--- src/design/pomc_pkg.sv ---
// Purpose: constants for the PROM overlay memory control block
// Assumes: 250 MHz clock, 12-bit memory words, 13th bit marks an indirect word
// Notes:   times are kept in picoseconds, cycle counts derived here
// How it works
// - Read cycle: field match and write flag low plus return phase fires 1.35 us latch strobe.
// - Latch strobe captures the selector output into a 12-bit holding latch.
// - Same moment starts 1.2 us cycle-extend pulse that lengthens the memory cycle.
// - Extend timer sets core inhibit only in the overlay variant.
// - Field match routes memory address bits 4..11 to every PROM chip.
// - With field match, buffered address bits 2,3 select exactly one PROM pair; 00 selects first.
// - Indirection bit chip is always selected, read on every access.
// - Indirection bit set: assert indirect flag, low PROM byte addresses scratch.
// - Scratch memory holds 256 twelve-bit words addressed by PROM bits 0..7.
// - Write: field match, indirection set, direction high, write enable at timing pulse three stores data.
// - Selector passes scratch data when indirection set, else PROM data.
// - Bus drivers enabled only with field match and buffered direction high.
// - Selector gives B when select high, A when low, strobe held low.
package pomc_pkg;
  localparam int WORD_W     = 12;
  localparam int PROM_W     = 13;
  localparam int SCR_AW     = 8;
  localparam int SCR_DEPTH  = 256;
  localparam int PAIR_N     = 4;
  localparam int CLK_PS     = 4000;
  localparam int LATCH_PS   = 1350000;
  localparam int EXTEND_PS  = 1200000;
  // Least times round up to whole cycles
  localparam int LATCH_CYC  = (LATCH_PS + CLK_PS - 1) / CLK_PS;
  localparam int EXTEND_CYC = (EXTEND_PS + CLK_PS - 1) / CLK_PS;
  localparam int CNT_W      = 9;
  localparam int INDIRECT_BIT = 12;
  localparam int ADDR_LO    = 4;
  localparam int ADDR_HI    = 11;
  localparam logic [WORD_W-1:0] LATCH_RST = 12'h000;
  localparam logic [CNT_W-1:0]  CNT_ZERO  = 9'h000;
  localparam logic [CNT_W-1:0]  CNT_ONE   = 9'h001;
  typedef enum logic [2:0] {
    POMC_IDLE   = 3'b001,
    POMC_STROBE = 3'b010,
    POMC_HOLD   = 3'b100
  } pomc_state_type;
endpackage

--- src/design/pomc_scratch_mem.sv ---
// Purpose: 256 x 12 scratch read/write memory
// Assumes: one write port, registered read data
// Notes:   read data lags address by one clock
`timescale 1ns/1ps
`default_nettype none
module pomc_scratch_mem #(
  parameter int DW = 12,
  parameter int AW = 8
) (
  // Clock
  input  wire logic          clk,
  // Access
  input  wire logic [AW-1:0] addr,
  input  wire logic          writeEn,
  input  wire logic [DW-1:0] writeData,
  output logic      [DW-1:0] readData
);
  logic [DW-1:0] mem [0:(1<<AW)-1];

  always_ff @(posedge clk) begin
    if (writeEn) begin
      mem[addr] <= writeData;
    end
    readData <= mem[addr];
  end
endmodule
`default_nettype wire

--- src/design/pomc_data_select.sv ---
// Purpose: two-input word selector with strobe
// Assumes: strobe active high forces output low
// Notes:   purely combinational, as the quad selector parts
`timescale 1ns/1ps
`default_nettype none
module pomc_data_select #(
  parameter int DW = 12
) (
  // Select
  input  wire logic          sel,
  input  wire logic          strobe,
  // Data
  input  wire logic [DW-1:0] inA,
  input  wire logic [DW-1:0] inB,
  output logic      [DW-1:0] outY
);
  always_comb begin
    if (strobe) begin
      outY = '0;
    end else if (sel) begin
      outY = inB;
    end else begin
      outY = inA;
    end
  end
endmodule
`default_nettype wire

--- src/design/pomc_control.sv ---
// Purpose: read/write control of the PROM overlay memory option
// Assumes: bus signals arrive asynchronously and are synchronised here
// Notes:   PROM contents live outside; this block drives its address and selects
//          one read sequence per return phase; scratch writes need the indirection bit
`timescale 1ns/1ps
`default_nettype none
module pomc_control
  import pomc_pkg::*;
#(
  parameter int LATCH_CYCLES  = pomc_pkg::LATCH_CYC,
  parameter int EXTEND_CYCLES = pomc_pkg::EXTEND_CYC,
  parameter bit OVERLAY_CORE  = 1'b1
) (
  // Clock and reset
  input  wire logic                       clk,
  input  wire logic                       rst,
  // Bus timing and control
  input  wire logic                       writeCycle,
  input  wire logic                       returnPhase,
  input  wire logic                       field_match,
  input  wire logic                       bus_data_direction,
  input  wire logic                       buffered_data_direction,
  input  wire logic                       timing_pulse_three,
  // Addressing
  input  wire logic [7:0]                 mem_addr_low_bits,
  input  wire logic                       buffered_block_addr_hi,
  input  wire logic                       buffered_block_addr_lo,
  // PROM chips
  output logic      [7:0]                 promAddr,
  output logic      [pomc_pkg::PAIR_N-1:0] promPairSelect_n,
  output logic                            indirectChipSelect_n,
  input  wire logic [pomc_pkg::PROM_W-1:0] promData,
  // Memory data bus
  input  wire logic [pomc_pkg::WORD_W-1:0] memory_data_bus_in,
  output logic      [pomc_pkg::WORD_W-1:0] memory_data_bus_out,
  output logic                            memory_data_bus_oe,
  // Timing logic and status
  output logic                            read_latch_strobe,
  output logic                            cycleExtend,
  output logic                            coreInhibit,
  output logic                            indirectFlag,
  output logic                            scratch_write_enable
);
  import pomc_pkg::*;

  // Two-stage synchronisers for every outside input
  // Metastability guard costs two cycles of latency on every bus signal
  logic [5:0] syncA;
  logic [5:0] syncB;
  logic [7:0] addrA;
  logic [7:0] addrB;
  logic [1:0] blkA;
  logic [1:0] blkB;
  logic [WORD_W-1:0] mdA;
  logic [WORD_W-1:0] mdB;
  logic [PROM_W-1:0] romA;
  logic [PROM_W-1:0] romB;

  // Timing and direction levels
  always_ff @(posedge clk or posedge rst) begin
    if (rst) begin
      syncA <= '0;
      syncB <= '0;
    end else begin
      syncA <= {writeCycle, returnPhase, field_match, bus_data_direction,
                buffered_data_direction, timing_pulse_three};
      syncB <= syncA;
    end
  end

  // Memory address bits for the PROM chips
  always_ff @(posedge clk or posedge rst) begin
    if (rst) begin
      addrA <= '0;
      addrB <= '0;
    end else begin
      addrA <= mem_addr_low_bits;
      addrB <= addrA;
    end
  end

  // Pair select bits
  always_ff @(posedge clk or posedge rst) begin
    if (rst) begin
      blkA <= '0;
      blkB <= '0;
    end else begin
      blkA <= {buffered_block_addr_hi, buffered_block_addr_lo};
      blkB <= blkA;
    end
  end

  // Write data from the memory data bus
  always_ff @(posedge clk or posedge rst) begin
    if (rst) begin
      mdA <= '0;
      mdB <= '0;
    end else begin
      mdA <= memory_data_bus_in;
      mdB <= mdA;
    end
  end

  // PROM word; must be steady a few cycles before the return phase
  always_ff @(posedge clk or posedge rst) begin
    if (rst) begin
      romA <= '0;
      romB <= '0;
    end else begin
      romA <= promData;
      romB <= romA;
    end
  end

  logic sWrite;
  logic sReturn;
  logic sField;
  logic sDir;
  logic sBufDir;
  logic sTp3;
  assign sWrite  = syncB[5];
  assign sReturn = syncB[4];
  assign sField  = syncB[3];
  assign sDir    = syncB[2];
  assign sBufDir = syncB[1];
  assign sTp3    = syncB[0];

  // Edge detectors read only second-stage flops
  // Reset value is the idle low level, so no false edge follows reset
  logic returnLast;
  logic tp3Last;
  always_ff @(posedge clk or posedge rst) begin
    if (rst) begin
      returnLast <= 1'b0;
    end else begin
      returnLast <= sReturn;
    end
  end

  always_ff @(posedge clk or posedge rst) begin
    if (rst) begin
      tp3Last <= 1'b0;
    end else begin
      tp3Last <= sTp3;
    end
  end

  logic trigger;
  assign trigger = sReturn && !returnLast && !sWrite && sField;

  // One-hot pair decode, shared by both address bits
  function automatic logic [PAIR_N-1:0] pairDecode(input logic [1:0] blk);
    pairDecode = ~(4'h1 << blk);
  endfunction

  // Shared one-shot step: load on start, else run down to zero
  function automatic logic [CNT_W-1:0] oneShotNext(
    input logic             start,
    input logic [CNT_W-1:0] load,
    input logic [CNT_W-1:0] count
  );
    if (start) begin
      oneShotNext = load;
    end else if (count != CNT_ZERO) begin
      oneShotNext = count - CNT_ONE;
    end else begin
      oneShotNext = CNT_ZERO;
    end
  endfunction

  // One-shot output: high while its counter runs
  function automatic logic oneShotActive(input logic [CNT_W-1:0] count);
    oneShotActive = (count != CNT_ZERO);
  endfunction

  // PROM addressing
  always_comb begin
    promAddr             = sField ? addrB : 8'h00;
    promPairSelect_n     = sField ? pairDecode(blkB) : 4'hF;
    indirectChipSelect_n = 1'b0;
  end

  // Indirection decode
  logic indirect;
  assign indirect     = romB[INDIRECT_BIT];
  assign indirectFlag = sField && indirect;

  // Scratch memory, addressed by the low PROM byte
  logic [WORD_W-1:0] scratchData;
  logic              scratchWrite;
  assign scratchWrite = sField && indirect && sDir && sTp3 && !tp3Last;
  assign scratch_write_enable = scratchWrite;

  pomc_scratch_mem #(
    .DW(WORD_W),
    .AW(SCR_AW)
  ) uScratch (
    .clk      (clk),
    .addr     (romB[ADDR_HI-ADDR_LO:0]),
    .writeEn  (scratchWrite),
    .writeData(mdB),
    .readData (scratchData)
  );

  // Selector between PROM and scratch words
  logic [WORD_W-1:0] selected;
  pomc_data_select #(
    .DW(WORD_W)
  ) uSelect (
    .sel   (indirect),
    .strobe(1'b0),
    .inA   (romB[WORD_W-1:0]),
    .inB   (scratchData),
    .outY  (selected)
  );

  // Strobe and extend one-shots fire together
  // Counters stand in for analogue one-shots, so widths track the clock
  pomc_state_type   state;
  pomc_state_type   next_state;
  logic [CNT_W-1:0] latchCnt;
  logic [CNT_W-1:0] extendCnt;
  logic             fire;

  // Only an idle sequence accepts a new return phase
  assign fire = (state == POMC_IDLE) && trigger;

  always_comb begin
    next_state = state;
    case (state)
      POMC_IDLE: begin
        if (trigger) begin
          next_state = POMC_STROBE;
        end
      end
      POMC_STROBE: begin
        // Leave on the strobe's last cycle
        if (latchCnt == CNT_ONE) begin
          next_state = POMC_HOLD;
        end
      end
      POMC_HOLD: begin
        // Wait out the return phase: one read per return phase
        if (!sReturn) begin
          next_state = POMC_IDLE;
        end
      end
      default: begin
        next_state = POMC_IDLE;
      end
    endcase
  end

  // Sequence state
  always_ff @(posedge clk or posedge rst) begin
    if (rst) begin
      state <= POMC_IDLE;
    end else begin
      state <= next_state;
    end
  end

  // Latch strobe one-shot
  always_ff @(posedge clk or posedge rst) begin
    if (rst) begin
      latchCnt <= CNT_ZERO;
    end else begin
      latchCnt <= oneShotNext(fire, CNT_W'(LATCH_CYCLES), latchCnt);
    end
  end

  // Cycle extend one-shot
  always_ff @(posedge clk or posedge rst) begin
    if (rst) begin
      extendCnt <= CNT_ZERO;
    end else begin
      extendCnt <= oneShotNext(fire, CNT_W'(EXTEND_CYCLES), extendCnt);
    end
  end

  assign read_latch_strobe = oneShotActive(latchCnt);
  assign cycleExtend       = oneShotActive(extendCnt);

  // Overlay variant only: inhibit set by the extend timer
  always_ff @(posedge clk or posedge rst) begin
    if (rst) begin
      coreInhibit <= 1'b0;
    end else if (!OVERLAY_CORE) begin
      coreInhibit <= 1'b0;
    end else if (cycleExtend) begin
      coreInhibit <= 1'b1;
    end else if (state == POMC_IDLE) begin
      coreInhibit <= 1'b0;
    end
  end

  // Holding latch captured at the strobe's leading edge, held to cycle end
  always_ff @(posedge clk or posedge rst) begin
    if (rst) begin
      memory_data_bus_out <= LATCH_RST;
    end else if (fire) begin
      memory_data_bus_out <= selected;
    end
  end
  // Latch not reloaded until IDLE, so it stays put through the cycle

  // Drivers off between sequences, so core memory owns the bus then
  assign memory_data_bus_oe = sField && sBufDir && (state != POMC_IDLE);
endmodule
`default_nettype wire

--- config.mk ---
export PLATFORM = sky130hd
export DESIGN_NAME = pomc_control
export DESIGN_NICKNAME = d
export VERILOG_FILES = /design/src/design/pomc_pkg.sv /design/src/design/pomc_scratch_mem.sv /design/src/design/pomc_data_select.sv /design/src/design/pomc_control.sv
export SDC_FILE = /design/constraint.sdc
export NUM_CORES = 2
export LEC_CHECK = 0
export BUFFER_PORTS_ARGS = -buffer_cell sky130_fd_sc_hd__buf_2
export CAP_MARGIN = 20
export CORE_MARGIN = 1.5
export CORE_UTILIZATION = 30
export CTS_CLUSTER_SIZE = 24
export DETAILED_ROUTE_END_ITERATION = 16
export GPL_TIMING_DRIVEN = 0
export PLACE_DENSITY = 0.45
export SYNTH_ARGS = -nofsm -noshare
export SYNTH_HDL_FRONTEND = slang
export SYNTH_SLANG_ARGS = --single-unit
export TNS_END_PERCENT = 30
--- constraint.sdc ---
create_clock -name clk -period 3.95 [get_ports clk]
set_clock_uncertainty 0.2 [all_clocks]
set_input_delay 0.395 -clock clk [delete_from_list [all_inputs] [get_ports clk]]
set_output_delay 0.395 -clock clk [all_outputs]
set_load 0.05 [all_outputs]
==> results.yml <==
run_status:
  status: "complete, but fails checks"
  violations: "negative setup slack"
sta:
  timing.final.ws_setup_ns: -0.0888
  setup_viol: 29
  rsz0062_at_grt: "true"
  finalMaxSlewViolations: 0
  fmax_ghz: 0.248
  worstMarginPinSlew_ns: 1.21
  report.final.hold_viol_count: 0
  maxSlewHeadroom_pct: 19.1
  post-route-min-period_ns: 4.04
  period_share_pct: 102
floorplanning:
  ios: 74
  core_um2: 400000
  die_area_um2: 405000
  die_x_um: 637
  initial_utilization_pct: 30.1
  row_count: 232
  die_h_um: 637
logic_synthesis:
  synthTopCellsByArea: "edfxtp_1, mux4_2, dfrtp_1"
  synth_flop_cell: "edfxtp_1"
  syn_nets: 5421
  synth.avg_cell_area_um2: 22.4
  syn_area_um2: 120000
  yosysSeqAreaShare_pct: 79.2
  ys.warnings.count: 0
  synth_top_cell_by_area: "edfxtp_1"
  synth_top_area_share_pct: 76.6
  synth-seq-cells: 3202
  netlist_instances: 5374
  synth_cell_types: 41
  synth_edf_count: 3072
  synth-async-reset-ratio_pct: 3.69
critical_path:
  cp_max_fo: 10
  cp-start-kind: "register"
  path_class: "register to register"
  end_kind: "register"
  r2r-start: "romB[3]"
  cp_data_arrival_time_ns: 4.51
  cp.required_ns: 4.42
  crit_start: "romB[3]"
layout:
  nFillCells: 36600
  postLayoutCellArea_um2: 145000
  final_util_pct: 36.4
  multi_input_area_um2: 25000
  drive_gt1_share_pct: 32.8
  final_nets: 6268
  area_delta_synth_final_pct: 20.7
  seqCellArea_um2: 95500
cts:
  cts_root_buffer: "clkbuf_16"
  cts_sinks: 3202
  clock_path_buffers: 4
  cts_tree: "yes"
  htree_levels: 5
  clkLatencyLatePin_ns: 0.94
  cts_inserted_buffers: 338
  path_clk_slew_ns: 0.05
drt:
  wl_per_cell_um: 32.8
  drcViolationCount: 0
  first_pass_iters: 5
  drt_iter0_drc: 7046
  viasPerCell: 5.16
  wl_mm: 387
  vias: 60700
  ant_nets: 0
global_routing:
  antenna_found_initial: 24
  met1_usage_pct: 25.9
  grtUsageMet3_pct: 3.52
  grt_pass1_vias: 62000
  grt_max_degree: 80
  grt_first_pass_wirelength_mm: 525
  grt_overflow_total: 0
  grt.busiest_layer: "met2"
  use_met2_pct: 29.6
  grt_usage_pct: 18.7
pwr:
  p_leak_nw: 45.2
  p_seq_share_pct: 51.8
  ir_worst_vdd_v: 0.000366
  p_int_mw: 56.4
  p_clk_share_pct: 42.7
  power_density_nw_per_um2: 500
  switchingPower_mw: 16.3
  combPwrFrac_pct: 5.5
  switching_share_pct: 22.4
place:
  io_buffers: 72
  dpl.hpwl_mm: 268
  placed_cell_area_um2: 132000
  gp_congestion: 0.879
  pre_cts_slack_ns: -1.82
min_path:
  worstHoldPathType: "register to register"
  min_from: "romA[7]"
job:
  maxCapViolations: 0
## cell usage in the layout (no fill, tap or decap), types with 21 or more instances in the layout
master / Yosys / routed
buf_12: 0 / 24
nand2_1: 52 / 34
clkbuf_1: 207 / 177
mux4_2: 768 / 768
o41ai_1: 48 / 21
edfxtp_1: 3072 / 3072
nor2_4: 0 / 44
nor2_2: 0 / 79
clkbuf_2: 0 / 65
buf_6: 5 / 151
buf_8: 0 / 29
buf_4: 15 / 173
dlygate4sd3_1: 0 / 84
buf_2: 68 / 111
clkbuf_16: 0 / 350
bufinv_16: 0 / 21
a21oi_2: 0 / 43
clkinv_1: 0 / 92
a21oi_1: 195 / 150
nor2_1: 273 / 150
clkinv_2: 0 / 53
buf_16: 0 / 49
a22oi_1: 384 / 350
dfrtp_1: 117 / 101
a22oi_2: 0 / 34
## per-stage QoR
stage                     setup TNS [ns]  total power [mW]  instances  hold WS (ns)
after floorplan                   -0.492              40.3       5374         0.131
after global placement                 -              42.1      10700         0.132
after detailed placement        -3367.50              42.2      11100         0.135
after CTS                          -1.75              73.3      11800         0.125
after global routing             -0.0557              74.7      11800         0.133
final                             -0.513              72.6      11800         0.146
## cells in the mapped netlist, drive strengths merged, types with 3 or more instances
master and n:
edfxtp 3072, mux4 768, a22oi 384, nor2 273, clkbuf 207, a21oi 195
buf 120, dfrtp 117, nand2 52, o41ai 48, o21ai 19, nand4 13
and2 12, dfxtp 12, mux2i 12, inv 8, nand3 7, nor2b 7
xnor2 7, ha 4, nor3 4, nor4 4, xor2 4, nand3b 3
nor3b 3
## what timing repair did
item / 4_1_cts / 5_1_grt
pin swaps: 17 / 1
hold buffers: 84 / 0
resized for setup: 474 / 35
buffers inserted: 10 / 2
setup endpoints to repair: 3083 / 233
hold endpoints to repair: 158 / 0
## layer usage
layer	share of wire (%)	routed length, um
met5	0	0
met4	3.8	14600
met3	7.1	27600
met2	47	180000
met1	43	164000
## layout make-up
type | count | area share (%)
antenna | 15 | 0.0258
buffer | 320 | 1.26
clock buffer | 416 | 6.23
clock inverter | 196 | 1.05
inverter | 8 | 0.0241
multi-input combinational | 1837 | 17.2
sequential | 3202 | 65.7
tap | 5265 | 4.53
timing repair buffer | 514 | 4.01
## cells by family (layout without fill, tap and decap cells)
family,after synthesis,in the layout,synth area share (%)
DFF,3202,3202,79.2
muxes,780,780,14.5
AOI/OAI and AO/OA,649,649,3.65
and+or+nand+nor,392,392,1.37
buffers and inverters,335,1454,1.19
xor gates and xnor gates,11,11,0.0800
adders and majority gates,4,4,0.0415
other,1,16,0.00311
## registers in the layout, indices dropped and copies added (netlist names), 8 cells and up
name / cells
latchCnt: 9
uScratch.readData: 12
mdB: 12
memory_data_bus_out: 12
addrA: 8
mdA: 12
addrB: 8
romB: 13
extendCnt: 9
uScratch.mem: 3072
romA: 13
## worst paths after layout
kind	endpoint	slack [ns]	cells past startpoint
setup / recovery	uScratch.readData[3]	-0.09	7
hold / removal	romB[7]	0.15	0
setup reg to reg	uScratch.readData[3]	-0.09	7
hold reg to reg	romB[7]	0.15	0
max in group asynchronous	romB[3]	2.09	5
min in group asynchronous	addrB[7]	0.51	4
## worst max-delay path: stages (launching register included)
cell	delay, ns
dfrtp_2	0.50
and2_4	0.28
clkbuf_2	0.49
clkbuf_1	0.50
a22oi_1	0.45
a21oi_1	0.27
o41ai_2	0.64
nand4_1	0.40
## power groups by stage
stage	clock network (mW)	logic, mW	registers [mW]
floorplan	0	1.75	38.6
detailed placement	0	3.83	38.4
finish	31.0	3.98	37.6
global placement	0	3.13	38.9
global route	32.8	4.18	37.6
CTS	31.6	4.02	37.6
(Power assumes the default switching activity.)
